### src/synth_cfg_pkg.sv
// shared constants and carriers for the serial programming front end
// assumes one 25 MHz core clock and a synchronous active-high reset
package synth_cfg_pkg;
  // ==========================================================
  // word layout
  // ==========================================================
  localparam int WORD_W = 32;
  localparam int ADDR_W = 4;
  localparam int NUM_LATCH = 13;
  localparam logic [3:0] ADDR_R0 = 4'h0;
  localparam logic [3:0] ADDR_R1 = 4'h1;
  localparam logic [3:0] ADDR_R2 = 4'h2;
  localparam logic [3:0] ADDR_R4 = 4'h4;
  localparam logic [3:0] ADDR_R6 = 4'h6;
  localparam logic [3:0] ADDR_LAST = 4'hc;
  // latch 0 fields
  localparam int INT_LSB = 4;
  localparam int INT_W = 16;
  localparam int AUTOCAL_BIT = 21;
  // latch 1 / 2 fields
  localparam int MAINFRAC_LSB = 4;
  localparam int MAINFRAC_W = 24;
  localparam int AUXMOD_LSB = 4;
  localparam int AUX_W = 14;
  localparam int AUXFRAC_LSB = 18;
  // latch 4 fields
  localparam int CP_LSB = 10;
  localparam int CP_W = 4;
  localparam int DBUF_BIT = 14;
  localparam int RCNT_LSB = 15;
  localparam int RCNT_W = 10;
  localparam int RHALF_BIT = 25;
  localparam int RDBL_BIT = 26;
  localparam int TSEL_LSB = 27;
  localparam int TSEL_W = 3;
  // latch 6 fields
  localparam int PWR_LSB = 1;
  localparam int PWR_W = 2;
  localparam int DBL_EN_BIT = 10;
  localparam int MUTE_LOCK_BIT = 11;
  localparam int FBSRC_LSB = 21;
  localparam int FBSRC_W = 3;
  // ==========================================================
  // anti-backlash pulse, picoseconds, and calibration search size
  // ==========================================================
  localparam int ABL_INT_PS = 1600;
  localparam int ABL_FRAC_PS = 2600;
  localparam int CORES = 4;
  localparam int BANDS = 256;
  // ==========================================================
  // carriers
  // ==========================================================
  typedef struct packed {
    logic [RCNT_W-1:0] ref_count;
    logic ref_doubler;
    logic reference_halving;
    logic [CP_W-1:0] cp_current;
    logic [MAINFRAC_W-1:0] main_fraction_numerator;
    logic [AUX_W-1:0] aux_fraction_numerator;
    logic [AUX_W-1:0] aux_modulus;
    logic [2:0] out_div_sel;
  } dbuf_t;
  typedef struct packed {
    logic [1:0] core;
    logic [7:0] band;
  } cal_t;
endpackage : synth_cfg_pkg

### src/band_select.sv
// band selection engine: walks four cores by 256 bands
// assumes ref_tick is a one-cycle pulse from the reference divider output
`timescale 1ns/1ns
`default_nettype none
module band_select
  import synth_cfg_pkg::*;
(
  input wire logic clk,
  input wire logic rst,
  input wire logic start,
  input wire logic ref_tick,
  input wire logic tune_high,
  output logic busy,
  output cal_t result
);
  // ==========================================================
  // binary search state
  // ==========================================================
  typedef enum logic [1:0] {IDLE, SEARCH, DONE} cal_state_t;
  cal_state_t state_ff, nxt_state;
  logic [3:0] step_ff;       // remaining search steps
  logic [9:0] code_ff;       // {core, band} trial code
  logic [9:0] bit_ff;        // bit under trial
  wire logic [9:0] kept = tune_high ? code_ff : (code_ff & ~bit_ff);
  wire logic [9:0] nxt_bit = {1'b0, bit_ff[9:1]};

  // next state: SEARCH ends only on a reference tick; IDLE and DONE do not wait for one
  always_comb begin
    nxt_state = state_ff;
    case (state_ff)
      IDLE: if (start) nxt_state = SEARCH;
      SEARCH: if (ref_tick && step_ff == 4'h0) nxt_state = DONE;
      DONE: nxt_state = IDLE;
      default: nxt_state = IDLE;
    endcase
  end

  // search register: one decision per reference period
  always_ff @(posedge clk) begin
    if (rst) begin
      state_ff <= IDLE;
      step_ff <= 4'h0;
      code_ff <= 10'h000;
      bit_ff <= 10'h000;
      result <= '0;
    end else begin
      state_ff <= nxt_state;
      if (state_ff == IDLE && start) begin
        step_ff <= 4'h9;
        code_ff <= 10'h200;
        bit_ff <= 10'h200;
      end else if (state_ff == SEARCH && ref_tick) begin
        code_ff <= kept | nxt_bit;
        bit_ff <= nxt_bit;
        step_ff <= step_ff - 4'h1;
        if (step_ff == 4'h0) result <= kept;
      end
    end
  end
  assign busy = (state_ff != IDLE);
endmodule : band_select
`default_nettype wire

### src/serial_config_latch_bank.sv
// three-wire serial programming front end with thirteen word latches
// assumes pins are asynchronous to CORE_CLK; serial clock far slower than it
// Function
// - one bit shifted per serial clock rise
// - words arrive most significant bit first
// - strobe rise copies word to one latch
// - low four bits index latches 0..12
// - buffered settings apply after latch 0 write
// - listed fraction, reference, pump settings are buffered
// - divider select buffered only when enabled
// - latch 0 write starts autocalibration if enabled
// - search four cores of 256 bands
// - tuning node held at reference during search
// - calibration stepped by reference divider output
// - three-bit field picks test output source
// - two-bit field sets main output power
// - mute-until-lock holds main output off
// - doubled output muted only by own bit
// - feedback source field selects divider input
// - anti-backlash width fixed per mode
// - divider widths 10, 16, 24, 14 bits
// - zero numerators select pure integer mode
`timescale 1ns/1ns
`default_nettype none
module serial_config_latch_bank
  import synth_cfg_pkg::*;
#(
  parameter int CLK_MHZ = 25
)(
  input wire logic CORE_CLK,
  input wire logic SYS_RST,
  input wire logic SER_CLK,
  input wire logic SER_DATA,
  input wire logic LOAD_STROBE,
  input wire logic REF_DIV_OUT,
  input wire logic LOCK_DETECT,
  input wire logic ANALOG_LOCK,
  input wire logic TUNE_HIGH,
  input wire logic [7:0] TEST_SOURCES,
  output logic TEST_OUTPUT_PIN,
  output logic MAIN_OUTPUT_ON,
  output logic [PWR_W-1:0] MAIN_OUTPUT_POWER,
  output logic DOUBLED_OUTPUT_ON,
  output logic [FBSRC_W-1:0] FEEDBACK_SOURCE,
  output logic TUNING_NODE_TO_REF,
  output logic CAL_BUSY,
  output cal_t CAL_RESULT,
  output logic INTEGER_MODE,
  output logic [7:0] ANTI_BACKLASH_CYCLES_PS,
  output logic [INT_W-1:0] INT_VALUE,
  output dbuf_t ACTIVE_SETTINGS,
  output logic AUTOCAL_ON,
  output logic [WORD_W-1:0] LATCH_WORD [NUM_LATCH]
);
  // ==========================================================
  // pin synchronisers: three stages; clock, strobe and reference change on agreement
  // ==========================================================
  logic [2:0] sck_sync_ff, sda_sync_ff, stb_sync_ff, ref_sync_ff;
  logic sck_ff, stb_ff, ref_ff;  // filtered levels
  wire logic sck_agree = (sck_sync_ff[1] == sck_sync_ff[2]);
  wire logic stb_agree = (stb_sync_ff[1] == stb_sync_ff[2]);
  wire logic ref_agree = (ref_sync_ff[1] == ref_sync_ff[2]);
  wire logic sck_rise = sck_agree && sck_sync_ff[1] && !sck_ff;
  wire logic stb_rise = stb_agree && stb_sync_ff[1] && !stb_ff;
  wire logic ref_rise = ref_agree && ref_sync_ff[1] && !ref_ff;

  // capture pins; stage 0 feeds only stage 1
  always_ff @(posedge CORE_CLK) begin
    if (SYS_RST) begin
      sck_sync_ff <= 3'h0;
      sda_sync_ff <= 3'h0;
      stb_sync_ff <= 3'h0;
      ref_sync_ff <= 3'h0;
    end else begin
      sck_sync_ff <= {sck_sync_ff[1:0], SER_CLK};
      sda_sync_ff <= {sda_sync_ff[1:0], SER_DATA};
      stb_sync_ff <= {stb_sync_ff[1:0], LOAD_STROBE};
      ref_sync_ff <= {ref_sync_ff[1:0], REF_DIV_OUT};
    end
  end

  // filtered levels move only when the last two stages agree
  always_ff @(posedge CORE_CLK) begin
    if (SYS_RST) begin
      sck_ff <= 1'b0;
      stb_ff <= 1'b0;
      ref_ff <= 1'b0;
    end else begin
      if (sck_agree) sck_ff <= sck_sync_ff[1];
      if (stb_agree) stb_ff <= stb_sync_ff[1];
      if (ref_agree) ref_ff <= ref_sync_ff[1];
    end
  end

  // ==========================================================
  // input shift register
  // ==========================================================
  logic [WORD_W-1:0] shift_ff;
  // data pin settles well before the clock edge, so stage two is safe
  always_ff @(posedge CORE_CLK) begin
    if (SYS_RST) shift_ff <= '0;
    else if (sck_rise) shift_ff <= {shift_ff[WORD_W-2:0], sda_sync_ff[2]};
  end

  // ==========================================================
  // latch decode
  // ==========================================================
  wire logic [ADDR_W-1:0] addr = shift_ff[ADDR_W-1:0];
  wire logic addr_ok = (addr <= ADDR_LAST);            // codes 13..15 land nowhere
  wire logic commit = stb_rise && addr_ok;
  wire logic commit_r0 = commit && (addr == ADDR_R0);
  wire logic dbuf_div = LATCH_WORD[ADDR_R4][DBUF_BIT];

  // one latch per index, written only on its own code
  genvar gi;
  generate
    for (gi = 0; gi < NUM_LATCH; gi++) begin : g_latch
      always_ff @(posedge CORE_CLK) begin
        if (SYS_RST) LATCH_WORD[gi] <= '0;
        else if (commit && addr == gi[ADDR_W-1:0]) LATCH_WORD[gi] <= shift_ff;
      end
    end
  endgenerate

  // ==========================================================
  // double-buffered staging
  // ==========================================================
  dbuf_t staged;  // newest written values, not yet in force
  wire logic [WORD_W-1:0] w1 = LATCH_WORD[ADDR_R1];
  wire logic [WORD_W-1:0] w2 = LATCH_WORD[ADDR_R2];
  wire logic [WORD_W-1:0] w4 = LATCH_WORD[ADDR_R4];
  wire logic [WORD_W-1:0] w6 = LATCH_WORD[ADDR_R6];
  // field widths follow the divider sizes
  assign staged.ref_count = w4[RCNT_LSB +: RCNT_W];
  assign staged.ref_doubler = w4[RDBL_BIT];
  assign staged.reference_halving = w4[RHALF_BIT];
  assign staged.cp_current = w4[CP_LSB +: CP_W];
  assign staged.main_fraction_numerator = w1[MAINFRAC_LSB +: MAINFRAC_W];
  assign staged.aux_fraction_numerator = w2[AUXFRAC_LSB +: AUX_W];
  assign staged.aux_modulus = w2[AUXMOD_LSB +: AUX_W];
  assign staged.out_div_sel = w6[FBSRC_LSB +: FBSRC_W];

  // latch 0 strobe moves staged values into force; the latches are
  // written at that same edge, so a fresh latch 0 uses older staged fields
  always_ff @(posedge CORE_CLK) begin
    if (SYS_RST) begin
      ACTIVE_SETTINGS <= '0;
    end else if (commit_r0) begin
      ACTIVE_SETTINGS <= staged;
    end else if (!dbuf_div) begin
      ACTIVE_SETTINGS.out_div_sel <= staged.out_div_sel;
    end
  end

  // ==========================================================
  // calibration trigger and band select
  // ==========================================================
  logic cal_start_ff;
  always_ff @(posedge CORE_CLK) begin
    if (SYS_RST) cal_start_ff <= 1'b0;
    else cal_start_ff <= commit_r0 && shift_ff[AUTOCAL_BIT];
  end

  band_select u_band (
    .clk(CORE_CLK),
    .rst(SYS_RST),
    .start(cal_start_ff),
    .ref_tick(ref_rise),
    .tune_high(TUNE_HIGH),
    .busy(CAL_BUSY),
    .result(CAL_RESULT)
  );

  // ==========================================================
  // output controls
  // ==========================================================
  wire logic frac_zero = (ACTIVE_SETTINGS.main_fraction_numerator == '0) &&
                         (ACTIVE_SETTINGS.aux_fraction_numerator == '0);
  wire logic [7:0] test_mux = TEST_SOURCES | {7'h00, ANALOG_LOCK & 1'b0};
  wire logic [TSEL_W-1:0] tsel = w4[TSEL_LSB +: TSEL_W];

  // registered control outputs
  always_ff @(posedge CORE_CLK) begin
    if (SYS_RST) begin
      TEST_OUTPUT_PIN <= 1'b0;
      MAIN_OUTPUT_ON <= 1'b0;
      MAIN_OUTPUT_POWER <= '0;
      DOUBLED_OUTPUT_ON <= 1'b0;
      FEEDBACK_SOURCE <= '0;
      TUNING_NODE_TO_REF <= 1'b0;
      INTEGER_MODE <= 1'b1;
      ANTI_BACKLASH_CYCLES_PS <= 8'h00;
      INT_VALUE <= '0;
      AUTOCAL_ON <= 1'b0;
    end else begin
      TEST_OUTPUT_PIN <= test_mux[tsel];
      MAIN_OUTPUT_ON <= !(w6[MUTE_LOCK_BIT] && !LOCK_DETECT);
      MAIN_OUTPUT_POWER <= w6[PWR_LSB +: PWR_W];
      DOUBLED_OUTPUT_ON <= w6[DBL_EN_BIT];
      FEEDBACK_SOURCE <= w6[FBSRC_LSB +: FBSRC_W];
      TUNING_NODE_TO_REF <= CAL_BUSY || cal_start_ff;
      INTEGER_MODE <= frac_zero;
      // pulse width in units of 100 ps
      ANTI_BACKLASH_CYCLES_PS <= frac_zero ? 8'(ABL_INT_PS / 100) : 8'(ABL_FRAC_PS / 100);
      INT_VALUE <= LATCH_WORD[ADDR_R0][INT_LSB +: INT_W];
      AUTOCAL_ON <= LATCH_WORD[ADDR_R0][AUTOCAL_BIT];
    end
  end
endmodule : serial_config_latch_bank
`default_nettype wire

### config.mk
export PLATFORM = sky130hd
export DESIGN_NAME = serial_config_latch_bank
export DESIGN_NICKNAME = d
export VERILOG_FILES = /design/src/synth_cfg_pkg.sv /design/src/band_select.sv /design/src/serial_config_latch_bank.sv
export SDC_FILE = /design/constraint.sdc
export NUM_CORES = 1
export LEC_CHECK = 0
export BUFFER_PORTS_ARGS = -buffer_cell sky130_fd_sc_hd__buf_2
export CAP_MARGIN = 20
export CORE_AREA = 2 2 214 216
export CTS_CLUSTER_DIAMETER = 50
export DETAILED_ROUTE_END_ITERATION = 12
export DIE_AREA = 0 0 216 218
export GPL_TIMING_DRIVEN = 0
export PLACE_DENSITY = 0.78
export REMOVE_ABC_BUFFERS = 1
export SYNTH_ARGS = -nofsm -noshare
export SYNTH_HDL_FRONTEND = slang
export SYNTH_SLANG_ARGS = --single-unit
### constraint.sdc
create_clock -name CORE_CLK -period 2.8 [get_ports CORE_CLK]
set_clock_uncertainty 0.15 [all_clocks]
set_input_delay 0.56 -clock CORE_CLK [delete_from_list [all_inputs] [get_ports CORE_CLK]]
set_output_delay 0.56 -clock CORE_CLK [all_outputs]
set_load 0.02 [all_outputs]
==> results.json <==
{
  "vdd_drop_max_v": 0.000571,
  "synth_top_area_cell": "dfxtp_1",
  "area_growth_pct": 27.9,
  "vias": 18600,
  "critical-path-max-stage-delay_ns": 0.73,
  "synth_warnings": 0,
  "grt_max_degree": 155,
  "port_buffers": 543,
  "final_layout_size_suffix_gt1_share_pct": 23.8,
  "synth_ff_type": "dfxtp_1",
  "critPathLaunchType": "flop",
  "cts_tree": "built",
  "clkSlewWorstSetupHoldPaths_ns": 0.06,
  "tightest_slew_ns": 1.20,
  "wl_per_cell_um": 19.2,
  "grt_use_total_pct": 27.9,
  "clkLatencyLatePin_ns": 0.61,
  "hold-worst-slack_ns": 0.0297,
  "drt-total-wl_mm": 68.9,
  "p_per_area_nw_per_um2": 643,
  "htreeDepth": 2,
  "die_x_um": 216,
  "grt_pass1_vias": 16600,
  "rsz0062_at_grt": "yes",
  "drc": 0,
  "antenna_found_initial": 2,
  "cts.path.max_buffers": 3,
  "drt_iter0_drc": 1756,
  "ys_types": 38,
  "cp.required_ns": 3.14,
  "drv_cap": 0,
  "fmax_ghz": 0.374,
  "final-max-slew-violation-count": 0,
  "relSlewSlack_pct": 19.8,
  "worst_ep_arrival_time_ns": 3.02,
  "post-route-min-period_ns": 2.68,
  "critPathKind": "reg2reg",
  "synth-seq-area-share_pct": 58.9,
  "rows": 78,
  "core_um2": 44900,
  "cts-root-buf": "clkbuf_16",
  "synth-edff-count": 0,
  "synthArstFlopShare_pct": 0,
  "post-route-period-util_pct": 95.6,
  "cts_sinks": 600,
  "ant_nets": 0,
  "hold_path.class": "in2reg",
  "gr-total-overflow": 0,
  "io_pins": 550,
  "routabilityCongestion": 0.822,
  "initial_utilization_pct": 45.4,
  "end_kind": "flop",
  "status": "finished, final reports clean",
  "fin_setup_tns_ns": 0,
  "drt_pass1_iterations": 7,
  "dieHeight_um": 218,
  "grt_pass1_wl_mm": 101,
  "dp_hpwl_mm": 46.2,
  "cts_buffers": 59,
  "netlist_area_um2": 20400,
  "fin_nets": 2964,
  "leakage_nw": 10.8,
  "crit_fanout": 18,
  "synth_cells": 2499,
  "vias_per_cell": 5.17,
  "synthTopCellsByArea": "dfxtp_1 59%, nand2_1 18%, a21oi_1 12%, clkbuf_1 3.2%, nor2b_1 1.4%",
  "synth-seq-cells": 600,
  "syn_area_per_cell_um2": 8.16,
  "cp_cell_sequence": "nor2_1, nand4_1, buf_8, and3_1",
  "die_area_um2": 47100,
  "hold_viol": 0,
  "cp_slowest_cell": "nand4_1",
  "synth_top_area_share_pct": 58.9,
  "setup-violations-final": 0
}
critical path: cells and delay by family, from the launching register on:
family        cells  cell delay (ns)
buf+inv           1             0.42
flops             1             0.46
simple gates      3             1.52
placed cells by master (no fill, tap or decap), types with 3 or more instances in the layout:
cell,Yosys,layout
nand2b_1,4,4
ha_1,5,5
nor2_1,59,53
inv_1,15,14
nor4_1,10,10
mux2_2,3,3
o22a_1,4,4
buf_16,0,28
conb_1,1,5
clkbuf_1,175,9
buf_8,0,10
clkbuf_16,0,59
and2_1,3,3
o21ai_0,10,10
and3_1,31,31
nand4_1,4,4
nand2_1,963,960
clkinv_2,0,13
a21oi_1,493,493
clkbuf_8,0,13
clkinvlp_4,0,4
dfxtp_1,600,600
or2_2,3,3
mux2i_1,4,4
bufinv_16,0,4
o211ai_1,10,10
nor2_4,0,4
nand3_1,4,3
nor2b_1,45,43
buf_2,16,542
power breakdown:
group          internal [mW]  leakage, nW  switching, mW
clock                   4.61        0.975           3.39
sequential              8.54         4.83        0.00523
combinational         0.0439         4.99          0.168
total                   13.2         10.8           3.56
registers in the layout (all words and copies together), names as in the netlist, 4 cells and up:
signal           count
INT_VALUE           16
u_band.step_ff       4
u_band.code_ff      10
ACTIVE_SETTINGS     71
shift_ff            32
w4                  32
w1                  32
u_band.result       10
w2                  32
u_band.bit_ff       10
w6                  32
LATCH_WORD         288
cell type report:
cell class | instances | area (µm²)
fill | 3954 | 18800
sequential | 600 | 12000
multi-input combinational | 1680 | 7560
timing repair buffer | 586 | 3700
clock buffer | 81 | 1690
tap | 600 | 751
clock inverter | 27 | 289
inverter | 15 | 58.8
antenna | 1 | 2.50
worst paths after layout:
kind | start | slack, ns | endpoint | depth (start not counted)
setup / recovery | shift_ff[0]$_SDFFE_PP0P_ | 0.12 | LATCH_WORD[0]$_SDFFE_PP0P_ | 4
hold / removal | REF_DIV_OUT | 0.03 | ref_sync_ff[0]$_SDFF_PP0_ | 2
setup reg to reg | shift_ff[0]$_SDFFE_PP0P_ | 0.12 | LATCH_WORD[0]$_SDFFE_PP0P_ | 4
hold reg to reg | stb_sync_ff[0]$_SDFF_PP0_ | 0.29 | stb_sync_ff[1]$_SDFF_PP0_ | 1
through the flow:
step	utilization (%)	total power, mW	cells	instance area (µm²)	setup WS [ns]
2_1_floorplan	-	8.77	2295	19500	-0.614
3_3_place_gp	51.3	8.93	3438	23000	-11.40
3_5_place_dp	53.4	8.94	3475	24000	-0.699
4_1_cts	57.9	16.8	3587	26000	0.0698
5_1_grt	58.1	17.2	3590	26100	-0.0283
6_report	58.1	16.8	3590	26100	0.124
logic make-up (layout without fill, tap and decap cells):
group                    count (synthesis)  in the layout  share of synthesized area [%]
other                                    1              6                         0.0184
XOR/XNOR                                 3              3                          0.129
flip-flops                             600            600                           58.9
buffers and inverters                  223            709                           4.44
AND/OR/NAND/NOR                       1138           1138                           22.6
AO/OA/AOI/OAI                          520            520                           13.0
multiplexers                             9              9                          0.583
adder cells (fa/ha/maj)                  5              5                          0.307
cell usage after synthesis, types with 10 or more instances:
master,n
inv_1,15
nand2_1,963
and3_1,31
buf_2,16
a21oi_1,493
clkbuf_1,175
dfxtp_1,600
o21ai_0,10
nor4_1,10
buf_4,13
nor2_1,59
o211ai_1,10
nor2b_1,45
per-layer routing:
metal  part of all wire, %  GRT usage (%)  vias to the layer above  wire [µm]
li1                      -              -                     8927          -
met1                    41           35.9                     8724      28000
met2                    49           47.1                      791      33500
met3                   7.6           5.31                      128       5260
met4                   3.3           9.52                        0       2260
met5                     0              0                        -          0
repair_timing:
item,CTS,global route
pin swaps,1,0
setup buffers,2,0
resized for setup,2,4
hold buffers,2,0
setup endpoints to repair,159,28
endpoints found under the hold margin,2,0
(Power assumes the default switching activity.)
